### src/hdl/pin_cfg_pkg.sv
// Purpose: shared constants for the shared pin configuration block
// Assumes: 32-bit register port, byte addresses
// Notes: none
package pin_cfg_pkg;
  // ==========================================================
  // register map
  localparam logic [11:0] IND_CFG_OFS = 12'h1BC;
  localparam logic [11:0] GEN_CFG_OFS = 12'h1E0;
  localparam logic [11:0] CTRL_OFS = 12'h1F0;
  localparam logic [11:0] INT_STS_OFS = 12'h1F4;
  localparam logic [11:0] INT_MASK_OFS = 12'h1F8;
  // ==========================================================
  // field positions
  localparam int FUNC_LSB = 8;
  localparam int EN_LSB = 0;
  localparam int CHSEL_LSB = 24;
  localparam int POL_LSB = 16;
  localparam int EVOE_LSB = 8;
  localparam int BUF_LSB = 0;
  localparam int DIR_LSB = 16;
  localparam int DATA_LSB = 0;
  localparam int OFF_BIT = 0;
  // ==========================================================
  // reset values
  localparam logic [2:0] CHSEL_RST = 3'h0;
  localparam logic [2:0] POL_RST = 3'h0;
  localparam logic [2:0] EVOE_RST = 3'h0;
  localparam logic [2:0] BUF_RST = 3'h0;
  // count of edges after release before the straps are loaded
  localparam logic [1:0] STRAP_CYC = 2'h2;
  // ==========================================================
  // activity timing
  localparam int ACT_MS = 80;
  localparam int CLK_MHZ = 200;
  localparam int ACT_CYC = ACT_MS * 1000 * CLK_MHZ;
  typedef enum logic [1:0] {act_idle, act_on, act_off} act_state_t;
endpackage

### src/hdl/activity_pulse.sv
// Purpose: stretches activity into an on pulse followed by an off hold
// Assumes: act is synchronous to clock
// Notes: on and off lengths equal the parameter
module activity_pulse #(
  parameter int unsigned HOLD_CYC = pin_cfg_pkg::ACT_CYC
) (
  input wire logic clock,
  input wire logic rst_n,
  input wire logic act,
  output logic pulse
);
  pin_cfg_pkg::act_state_t state_r;
  logic [31:0] cnt_r;

  always_ff @(posedge clock or negedge rst_n) begin
    if (!rst_n) begin
      state_r <= pin_cfg_pkg::act_idle;
      cnt_r <= 32'h0;
    end else begin
      unique case (state_r)
        pin_cfg_pkg::act_idle: begin
          if (act) begin
            state_r <= pin_cfg_pkg::act_on;
            cnt_r <= 32'h0;
          end
        end
        pin_cfg_pkg::act_on: begin
          if (cnt_r == HOLD_CYC - 1) begin
            state_r <= pin_cfg_pkg::act_off;
            cnt_r <= 32'h0;
          end else begin
            cnt_r <= cnt_r + 32'h1;
          end
        end
        pin_cfg_pkg::act_off: begin
          if (cnt_r == HOLD_CYC - 1) begin
            state_r <= pin_cfg_pkg::act_idle;
          end else begin
            cnt_r <= cnt_r + 32'h1;
          end
        end
      endcase
    end
  end

  assign pulse = (state_r == pin_cfg_pkg::act_on);
endmodule

### src/hdl/pin_config.sv
// Purpose: configuration and drive logic for three shared pins
// Assumes: pins and straps come from outside and are synchronised here
// Notes: link status inputs come from the port logic on this clock
// ==========================================================
// How it works
// - the function field picks each enabled pin's indication
// - an enable bit of 0 makes its pin general purpose, 1 an indicator
// - an indicator pin is open-drain or open-source, input and pull-up off
// - indicator polarity is the hard strap at reset, high means active low
// - a general purpose pin without event output follows data, direction and buffer only
// - function and enable fields reset from their strap inputs
// - channel select bit 0 picks channel A, 1 channel B, reset 000b
// - polarity bit 0 lets a low level raise the pin interrupt, 1 a high
// - the polarity bit sets the active level of clock events driven out
// - the polarity bit sets the active level of the timer clear input
// - event output enable bit 1 puts compare events on the pin, reset 000b
// - event output enable forces output over direction, keeps buffer
// - activity pulses active 80 ms then holds inactive at least 80 ms
// - the global off bit leaves open-drain indicators undriven
// - buffer bit 0 is open-drain driven low on clear data, 1 push-pull
module pin_config #(
  parameter int unsigned ACT_HOLD = pin_cfg_pkg::ACT_CYC
) (
  input wire logic clock,
  input wire logic rst_n,
  input wire logic [11:0] addr,
  input wire logic [31:0] wdata,
  input wire logic wr,
  input wire logic rd,
  output logic [31:0] rdata,
  input wire logic [2:0] indicator_function_strap,
  input wire logic [2:0] indicator_enable_strap,
  input wire logic [2:0] polarity_strap,
  input wire logic [2:0] pin_buffer_type,
  input wire logic [2:0] pin_direction,
  input wire logic [2:0] pin_data,
  input wire logic [2:0] pin_in,
  output logic [2:0] pin_out,
  output logic [2:0] pin_oe,
  output logic [2:0] pin_input_enable,
  output logic [2:0] pin_pullup_enable,
  input wire logic event_a,
  input wire logic event_b,
  output logic [2:0] pin_level_event,
  output logic [2:0] timer_clear,
  input wire logic link_up,
  input wire logic speed_100,
  input wire logic full_duplex,
  input wire logic collision,
  input wire logic activity,
  output logic irq
);
  // ==========================================================
  // synchronisers and strap capture
  logic [2:0] pin_s1_r, pin_s2_r;
  logic [8:0] strap_s1_r, strap_s2_r;
  logic strap_done_r;
  logic [1:0] strap_cnt_r;
  wire strap_load = !strap_done_r && strap_cnt_r == pin_cfg_pkg::STRAP_CYC;
  logic [2:0] pol_hard_r;
  logic [2:0] func_r, en_r, chsel_r, pol_r, evoe_r;
  logic off_r;
  logic [2:0] sts_r, mask_r;

  always_ff @(posedge clock or negedge rst_n) begin
    if (!rst_n) begin
      pin_s1_r <= 3'h0;
      pin_s2_r <= 3'h0;
      strap_s1_r <= 9'h000;
      strap_s2_r <= 9'h000;
    end else begin
      pin_s1_r <= pin_in;
      pin_s2_r <= pin_s1_r;
      strap_s1_r <= {polarity_strap, indicator_enable_strap,
                     indicator_function_strap};
      strap_s2_r <= strap_s1_r;
    end
  end

  // straps settle in the second flop, then load once
  always_ff @(posedge clock or negedge rst_n) begin
    if (!rst_n) begin
      strap_cnt_r <= 2'h0;
      strap_done_r <= 1'b0;
    end else if (!strap_done_r) begin
      strap_cnt_r <= strap_cnt_r + 2'h1;
      strap_done_r <= strap_load;
    end
  end

  always_ff @(posedge clock or negedge rst_n) begin
    if (!rst_n) begin
      pol_hard_r <= 3'h0;
    end else if (strap_load) begin
      pol_hard_r <= strap_s2_r[8:6];
    end
  end

  // ==========================================================
  // register writes
  wire wr_ind = wr && addr == pin_cfg_pkg::IND_CFG_OFS;
  wire wr_gen = wr && addr == pin_cfg_pkg::GEN_CFG_OFS;
  wire wr_ctl = wr && addr == pin_cfg_pkg::CTRL_OFS;
  wire wr_msk = wr && addr == pin_cfg_pkg::INT_MASK_OFS;
  wire rd_sts = rd && addr == pin_cfg_pkg::INT_STS_OFS;

  always_ff @(posedge clock or negedge rst_n) begin
    if (!rst_n) begin
      func_r <= 3'h0;
      en_r <= 3'h0;
    end else if (strap_load) begin
      func_r <= strap_s2_r[2:0];
      en_r <= strap_s2_r[5:3];
    end else if (wr_ind) begin
      func_r <= wdata[pin_cfg_pkg::FUNC_LSB +: 3];
      en_r <= wdata[pin_cfg_pkg::EN_LSB +: 3];
    end
  end

  always_ff @(posedge clock or negedge rst_n) begin
    if (!rst_n) begin
      chsel_r <= pin_cfg_pkg::CHSEL_RST;
      pol_r <= pin_cfg_pkg::POL_RST;
      evoe_r <= pin_cfg_pkg::EVOE_RST;
    end else if (wr_gen) begin
      chsel_r <= wdata[pin_cfg_pkg::CHSEL_LSB +: 3];
      pol_r <= wdata[pin_cfg_pkg::POL_LSB +: 3];
      evoe_r <= wdata[pin_cfg_pkg::EVOE_LSB +: 3];
    end
  end

  always_ff @(posedge clock or negedge rst_n) begin
    if (!rst_n) begin
      off_r <= 1'b0;
      mask_r <= 3'h0;
    end else begin
      if (wr_ctl) begin
        off_r <= wdata[pin_cfg_pkg::OFF_BIT];
      end
      if (wr_msk) begin
        mask_r <= wdata[2:0];
      end
    end
  end

  // ==========================================================
  // level interrupt status, set wins over read clear
  wire [2:0] hit = ~(pin_s2_r ^ pol_r) & ~en_r & {3{strap_done_r}};

  always_ff @(posedge clock or negedge rst_n) begin
    if (!rst_n) begin
      sts_r <= 3'h0;
    end else begin
      sts_r <= (rd_sts ? 3'h0 : sts_r) | hit;
    end
  end

  assign irq = |(sts_r & mask_r);
  assign timer_clear = ~(pin_s2_r ^ pol_r);
  assign pin_level_event = hit;

  // ==========================================================
  // read data
  always_ff @(posedge clock or negedge rst_n) begin
    if (!rst_n) begin
      rdata <= 32'h0;
    end else if (rd) begin
      rdata <= 32'h0;
      unique case (addr)
        pin_cfg_pkg::IND_CFG_OFS: begin
          rdata[pin_cfg_pkg::FUNC_LSB +: 3] <= func_r;
          rdata[pin_cfg_pkg::EN_LSB +: 3] <= en_r;
        end
        pin_cfg_pkg::GEN_CFG_OFS: begin
          rdata[pin_cfg_pkg::CHSEL_LSB +: 3] <= chsel_r;
          rdata[pin_cfg_pkg::POL_LSB +: 3] <= pol_r;
          rdata[pin_cfg_pkg::EVOE_LSB +: 3] <= evoe_r;
          rdata[pin_cfg_pkg::BUF_LSB +: 3] <= pin_buffer_type;
        end
        pin_cfg_pkg::CTRL_OFS: rdata[pin_cfg_pkg::OFF_BIT] <= off_r;
        pin_cfg_pkg::INT_STS_OFS: rdata[2:0] <= sts_r;
        pin_cfg_pkg::INT_MASK_OFS: rdata[2:0] <= mask_r;
        default: rdata <= 32'h0;
      endcase
    end
  end

  // ==========================================================
  // indication functions
  logic act_p, col_p;

  activity_pulse #(.HOLD_CYC(ACT_HOLD)) u_act (
    .clock(clock),
    .rst_n(rst_n),
    .act(activity),
    .pulse(act_p)
  );

  activity_pulse #(.HOLD_CYC(ACT_HOLD)) u_col (
    .clock(clock),
    .rst_n(rst_n),
    .act(collision && !full_duplex),
    .pulse(col_p)
  );

  wire act_ind = link_up && act_p;
  wire lnk_act = link_up && !act_p;
  wire fd_col = link_up && (full_duplex || col_p);
  wire l100 = link_up && speed_100;
  wire l10 = link_up && !speed_100;

  // per pin indication, true when active
  function automatic logic ind_sel(input logic [2:0] f, input int p);
    logic r;
    r = 1'b0;
    unique case (f)
      3'h0: r = (p == 2) ? lnk_act : (p == 1) ? fd_col : l100;
      3'h1: r = (p == 2) ? l100 && !act_p : (p == 1) ? fd_col :
                l10 && !act_p;
      3'h2: r = (p == 2) ? act_ind : (p == 1) ? link_up : l100;
      3'h3: r = (p == 2) ? act_ind : (p == 1) ? link_up : fd_col;
      3'h4: r = (p == 2) ? act_ind : (p == 1) ? l10 : l100;
      default: r = 1'b0;
    endcase
    return r;
  endfunction

  // ==========================================================
  // pin drive
  logic [2:0] out_nxt, oe_nxt;
  logic ev, on;

  always_comb begin
    out_nxt = 3'h0;
    oe_nxt = 3'h0;
    ev = 1'b0;
    on = 1'b0;
    for (int i = 0; i < 3; i++) begin
      ev = chsel_r[i] ? event_b : event_a;
      on = ind_sel(func_r, i) && !off_r;
      if (en_r[i]) begin
        // open-drain or open-source, active level opposite hard strap
        out_nxt[i] = !pol_hard_r[i];
        oe_nxt[i] = on;
      end else if (evoe_r[i]) begin
        out_nxt[i] = pol_r[i] ? ev : !ev;
        oe_nxt[i] = pin_buffer_type[i] || !out_nxt[i];
      end else begin
        out_nxt[i] = pin_data[i];
        oe_nxt[i] = pin_direction[i] &&
                    (pin_buffer_type[i] || !pin_data[i]);
      end
    end
  end

  always_ff @(posedge clock or negedge rst_n) begin
    if (!rst_n) begin
      pin_out <= 3'h0;
      pin_oe <= 3'h0;
    end else begin
      pin_out <= out_nxt;
      pin_oe <= oe_nxt;
    end
  end

  assign pin_input_enable = ~en_r;
  assign pin_pullup_enable = ~en_r;
endmodule

### config.mk
export PLATFORM = sky130hd
export DESIGN_NAME = pin_config
export DESIGN_NICKNAME = d
export VERILOG_FILES = /design/src/hdl/pin_cfg_pkg.sv /design/src/hdl/activity_pulse.sv /design/src/hdl/pin_config.sv
export SDC_FILE = /design/constraint.sdc
export NUM_CORES = 1
export LEC_CHECK = 0
export ABC_AREA = 1
export BUFFER_PORTS_ARGS = -buffer_cell sky130_fd_sc_hd__buf_2
export CAP_MARGIN = 20
export CELL_PAD_IN_SITES_DETAIL_PLACEMENT = 0
export CELL_PAD_IN_SITES_GLOBAL_PLACEMENT = 1
export CORE_MARGIN = 10
export CORE_UTILIZATION = 38
export CTS_CLUSTER_SIZE = 25
export DETAILED_ROUTE_END_ITERATION = 8
export HOLD_SLACK_MARGIN = 0.06
export PLACE_DENSITY_LB_ADDON = 0.1
export SLEW_MARGIN = 10
export SYNTH_ARGS = -nofsm -noshare
export SYNTH_HDL_FRONTEND = slang
export SYNTH_SLANG_ARGS = --single-unit
### constraint.sdc
create_clock -name clock -period 1.9 [get_ports clock]
set_clock_uncertainty 0.15 [all_clocks]
set_input_delay 0.095 -clock clock [delete_from_list [all_inputs] [get_ports clock]]
set_output_delay 0.095 -clock clock [all_outputs]
set_load 0.02 [all_outputs]
## Word level (Yosys, flattened, before mapping)

Cells that the tools add are included.

- Add/sub/neg operators: 3
- Eq/ne operators: 24
- Multiplexer cells: 48
- Bitwise gates (word level): 7
- Reductions and logical operators: 57

Operators with widths:

| cell | number |
|---|---|
| 2-to-1 mux 32 bit | 6 |
| one-hot mux 32 bit (3 select lines) | 2 |
| adder 32 x 1 -> 32 bit, second input constant | 2 |
| == test 32 x 24 -> 1 bit, second input constant | 2 |
| == test 12 x 9 -> 1 bit, second input constant | 5 |
| 2-to-1 mux 3 bit | 7 |
| logical AND 1 bit | 20 |
| 2-to-1 mux 1 bit | 19 |
| zero test 1 bit | 17 |
| 2-to-1 mux 2 bit | 6 |
| one-hot mux 2 bit (3 select lines) | 2 |
| inequality test 2 x 1 -> 1 bit, second input constant | 5 |
| bitwise AND 3 bit | 3 |
| one-hot mux 1 bit (3 select lines) | 3 |
| OR reduction 3 bit | 3 |
| one-hot mux 2 bit (4 select lines) | 1 |
| logical OR 1 bit | 7 |
| == test 2 bit, second input constant | 3 |
| == test 3 x 2 -> 1 bit, second input constant | 2 |
| inequality test 2 bit, second input constant | 3 |
| inverter 3 bit | 2 |
| one-hot mux 3 bit (2 select lines) | 1 |
| AND reduction 3 bit | 2 |
| one-hot mux 1 bit (5 select lines) | 1 |
| 11 further kinds | 15 |

- Flip-flop bits (word level): 138
- Input port bits: 76
- Output and inout port bits: 51
- Word-level logic and storage cells: 161

## Depth between registers and ports, before layout

- Depth in word-level cells: 7
- Depth in mapped cells: 12
- Gate-level depth less buffers: 12

## Hierarchy

A second synthesis with hierarchy kept.

- Cells, all modules: 1282
- Area, all modules: 8794.7 um^2

Modules (own cells, without submodules):

| module | times used | cells an instance | area an instance (um^2) | seq. area each (um^2) |
|---|---|---|---|---|
| activity_pulse | 2 | 452 | 2707.6 | 850.8 |
| pin_config | 1 | 378 | 3379.5 | 1751.7 |

## Least setup slack after synthesis

No wires, ideal clock.

- Path type: register to register
- From: reg u_act.state_r[0]
- To: reg u_act.cnt_r[20]
- Library setup time: 76 ps
- Arrival time: 1647 ps
- Required time: 1674 ps
- Path slack: 27 ps
- Stages on the path, launching flop included: 11
- Buffers on the path: 2
- Period minus slack after synthesis: 1873 ps
- Path through: dfrtp_1 inv_1 ha_1 buf_2 inv_1 a21oi_1 nand2_1 a31oi_2 buf_2 nand2_1 o21ai_1

- Cells in the longest elaborated chain, start to end: 3
- Elaborated cells on any way between the ends: 7
- Those cells by class: eq/ne: 4; mux: 1; reduce/logical: 2

RTL lines:

| what | RTL line | source |
|---|---|---|
| start, declared | activity_pulse.sv:12 | `pin_cfg_pkg::act_state_t state_r;` |
| start signal, assigned | activity_pulse.sv:17 | `state_r <= pin_cfg_pkg::act_idle;` |
| start signal, assigned | activity_pulse.sv:23 | `state_r <= pin_cfg_pkg::act_on;` |
| start signal, assigned | activity_pulse.sv:29 | `state_r <= pin_cfg_pkg::act_off;` |
| == test 2 bit or zero test 2 bit (tied branches) | activity_pulse.sv:20 | `unique case (state_r)` |
| inequality test 2 bit (no source line) | n/a |  |
| AND reduction 2 bit (no source line) | n/a |  |
| end signal, assigned | activity_pulse.sv:32 | `cnt_r <= cnt_r + 32'h1;` |
| end signal, assigned | activity_pulse.sv:39 | `cnt_r <= cnt_r + 32'h1;` |
| end, declared | activity_pulse.sv:13 | `logic [31:0] cnt_r;` |

Several ways; a longest one is shown, not always the timed one.
A chain may end at the register's enable or synchronous reset.

==> impl_results.md <==
* Status: finished, final reports clean
* Worst path cell trace: dlygate4sd3_1 -> buf_2 -> nor2_1 -> dlygate4sd3_1 -> a21oi_1 -> dlygate4sd3_1
* Skew-Pair Late Insertion Delay at 0.44 ns
* Wire per inst at 15.2 microns
* Peak fanout along the critical path at 2
* Detail Placement HPWL at 18500 microns
* Post-Syn Instances at 1101
* Hold-critical path depth at 5
* Minimum clock period at 1.86 ns
* FMAX at 0.536 GHz
* CP endpoint kind: flop
* Placed cell count at 1551
* Power density over the cells at 843 mW/mm^2
* Endpoints failing setup at 0
* GR Overflow Total at 0
* Initial drt markers at 495
* Number of diodes at 0
* EDFF count, synth at 0
* Die Ht at 166 microns
* Worst path most repeated cell: dlygate4sd3_1
* CTS clk-pin slew, worst paths at 0.08 ns
* H-tree Lvls at 4
* Root Buffer: clkbuf_16
* RD Place Congestion at 0.880
* CP peak stage delay at 0.56 ns
* Hold Violations, Final at 0
* RSZ-0062 raised after global routing: true
* Fin worst setup slack at 0.0351 ns
* Vias at 7836
* Initial Util at 38.6%
* First-pass GRT wire length at 40800 microns
* R2R depth at 9
* Post-synth top area share at 42.6%
* R2r setup slk at 0.08 ns
* Port Buffers at 86
* R2R Path End: u_act.cnt_r[30]$_DFFE_PN0P_
* Ports at 127
* Top post-synthesis cells by area: dfrtp_1 43%, nand2_1 16%, inv_1 6.3%, nand3_1 5.5%, nor2_1 4.2%
* Synth async-reset ratio at 100%
* Pleak at 5.53 nW
* Hold EP: u_col.state_r[0]$_DFFE_PN0P_
* Clock Tree Buf Depth at 2
* Routed WL at 24900 microns
* Die area at 0.0276 sq mm
* Nets at 1436
* Worst path arrival time at 2.03 ns
* Startpoint types: primary input
* Layout cells sized above 1 at 25.1%
* Hold slack at 0.0244 ns
* Final non-filler cell total at 1639
* CP Class: in2reg
* Antenna violations before repair at 0
* DRT antenna net count at 0
* Slew Limit Fails at 0
* Area Growth Syn to Fin at 35.9%
* Largest net degree at the start of global routing at 33
* Synth Cell Area at 0.00811 sq mm
* Commonest cells post-synth: 341 x nand2_1, 138 x dfrtp_1, 137 x inv_1
* Vias/cell at 4.78
* Netlist cell types at 46
* Sink Count at 138
* CP Data Required Time at 2.07 ns
* Largest area contributor in the synthesized netlist: dfrtp_1
* VDD IR-drop max at 0.000672 V
* Crit path buffers/inverters at 4
* Most used DFF post-synth: dfrtp_1
* Register area share after synthesis at 42.6%
* Yosys reg bits at 138
* Final Cycle Share at 98.2%
* Avg Cell Area, Syn at 7.37 sq um
* Max-cap check violation count at 0
* First-pass DRT Iterations at 5
* Row count at 53
* Die Wd at 166 microns
* CTS tree: yes
* Core Box Area at 0.0210 sq mm
* CTS Buf Count at 17
* Reg2reg start: u_act.state_r[0]$_DFFE_PN0P_
* Post-place setup slack at -0.0156 ns
* Hold wc startpoint: collision
* Synth warn at 0
* Critical path's slowest cell: dlygate4sd3_1
* CP top delay family: buffers and inverters
* Drc violations at 0
* Min-Delay Path Class: in2reg
* Most frequent cell after synthesis: nand2_1
* Gr usage total at 18.0%
* Vias in the first global route at 7860
## stage by stage
stage          area [sq um]  util [%]  power (W)  TNS, ns
6_report              11000      52.4    0.00930        0
5_1_grt               11000      52.4    0.00983   -0.234
4_1_cts               10700      51.1    0.00932        0
3_5_place_dp           9610      45.7    0.00573  -0.0303
3_3_place_gp           9610      45.7    0.00572        0
2_1_floorplan          8180         -    0.00451        0
## sequential cells by signal, indices dropped and copies added (netlist names)
signal	cells
func_r	3
evoe_r	3
u_act.cnt_r	32
pin_oe	3
sts_r	3
pol_r	3
strap_s1_r	9
u_act.state_r	2
chsel_r	3
strap_done_r	1
pol_hard_r	3
u_col.cnt_r	32
pin_out	3
rdata	12
strap_s2_r	9
u_col.state_r	2
en_r	3
mask_r	3
off_r	1
pin_s2_r	3
pin_s1_r	3
strap_cnt_r	2
## power by group
part / leakage, nW / internal (W) / switching, W
clock: 0.300 / 0.00180 / 0.00162
sequential: 1.79 / 0.00306 / 0.0000711
combinational: 3.44 / 0.00109 / 0.00165
total: 5.53 / 0.00595 / 0.00335
## final cells by class
cell class                 instances  area (sq um)
fill                            2059         10000
clock buffer                      17           425
clock inverter                    15           194
inverter                         143           547
multi-input combinational        794          4100
timing repair buffer             257          1950
sequential                       138          3460
tap                              275           344
## cells by family (layout without fill, tap and decap cells)
family	count (synthesis)	in the layout	share of synthesized area (%)
DFF	138	138	42.6
and+or+nand+nor	601	601	32.3
muxes	9	9	1.25
adders and majority gates	9	9	1.39
AOI/OAI and AO/OA	127	127	9.01
buffers and inverters	188	432	10.4
xor gates and xnor gates	28	28	3.02
other	1	20	0.0462
## routing by layer
metal / vias up / routed length [microns] / global-route usage (%)
met5: - / 0 / 0
met4: 0 / 103 / 3.24
met3: 7 / 900 / 3.27
met2: 132 / 12100 / 30.1
met1: 3702 / 11800 / 23.9
li1: 3995 / - / -
## layout by cell type (no fill, tap or decap), types with 5 or more instances in the layout
cell type / instances
a21oi_1: 18
buf_12: 8
buf_2: 85
buf_4: 111
clkbuf_16: 17
clkinv_8: 6
conb_1: 20
dfrtp_1: 134
dlygate4sd3_1: 49
ha_1: 7
inv_1: 127
inv_2: 11
mux2_2: 9
nand2_1: 336
nand2_2: 7
nand2_4: 6
nand3_1: 83
nand3b_1: 5
nand4_1: 26
nor2_1: 71
nor2_2: 21
nor2_4: 9
nor3_1: 15
nor3_2: 6
o211ai_1: 10
o21ai_0: 63
o21ai_1: 5
o21ai_2: 9
o22ai_1: 8
xnor2_1: 7
xor2_1: 19
## worst reg2reg max path: cells and delay by family, from the launching register on
kind / cells / cell delay (ns)
AOI/OAI and AO/OA: 3 / 0.49
adders and majority gates: 1 / 0.29
buffers and inverters: 3 / 0.32
DFF: 1 / 0.34
and+or+nand+nor: 2 / 0.14
## worst max path at each step
| stage | start | endpoint | cells past startpoint |
|---|---|---|---|
| 6_report | wdata[0] | off_r$_DFFE_PN0P_ | 6 |
| 3_3_place_gp | u_act.cnt_r[24]$_DFFE_PN0P_ | u_act.cnt_r[3]$_DFFE_PN0P_ | 11 |
| 3_5_place_dp | u_act.cnt_r[0]$_DFFE_PN0P_ | u_act.cnt_r[30]$_DFFE_PN0P_ | 10 |
| 2_1_floorplan | u_act.state_r[0]$_DFFE_PN0P_ | u_act.cnt_r[20]$_DFFE_PN0P_ | 10 |
| 4_1_cts | u_col.cnt_r[0]$_DFFE_PN0P_ | u_col.cnt_r[20]$_DFFE_PN0P_ | 11 |
| 5_1_grt | u_act.state_r[0]$_DFFE_PN0P_ | u_act.cnt_r[18]$_DFFE_PN0P_ | 9 |
## repair_timing
action,4_1_cts,5_1_grt
resized for setup,5,74
hold buffers,49,1
hold endpoints to repair,190,2
pin swaps,0,17
setup buffers,0,6
cloned,0,0
setup endpoints to repair,7,71
(Power assumes the default switching activity.)
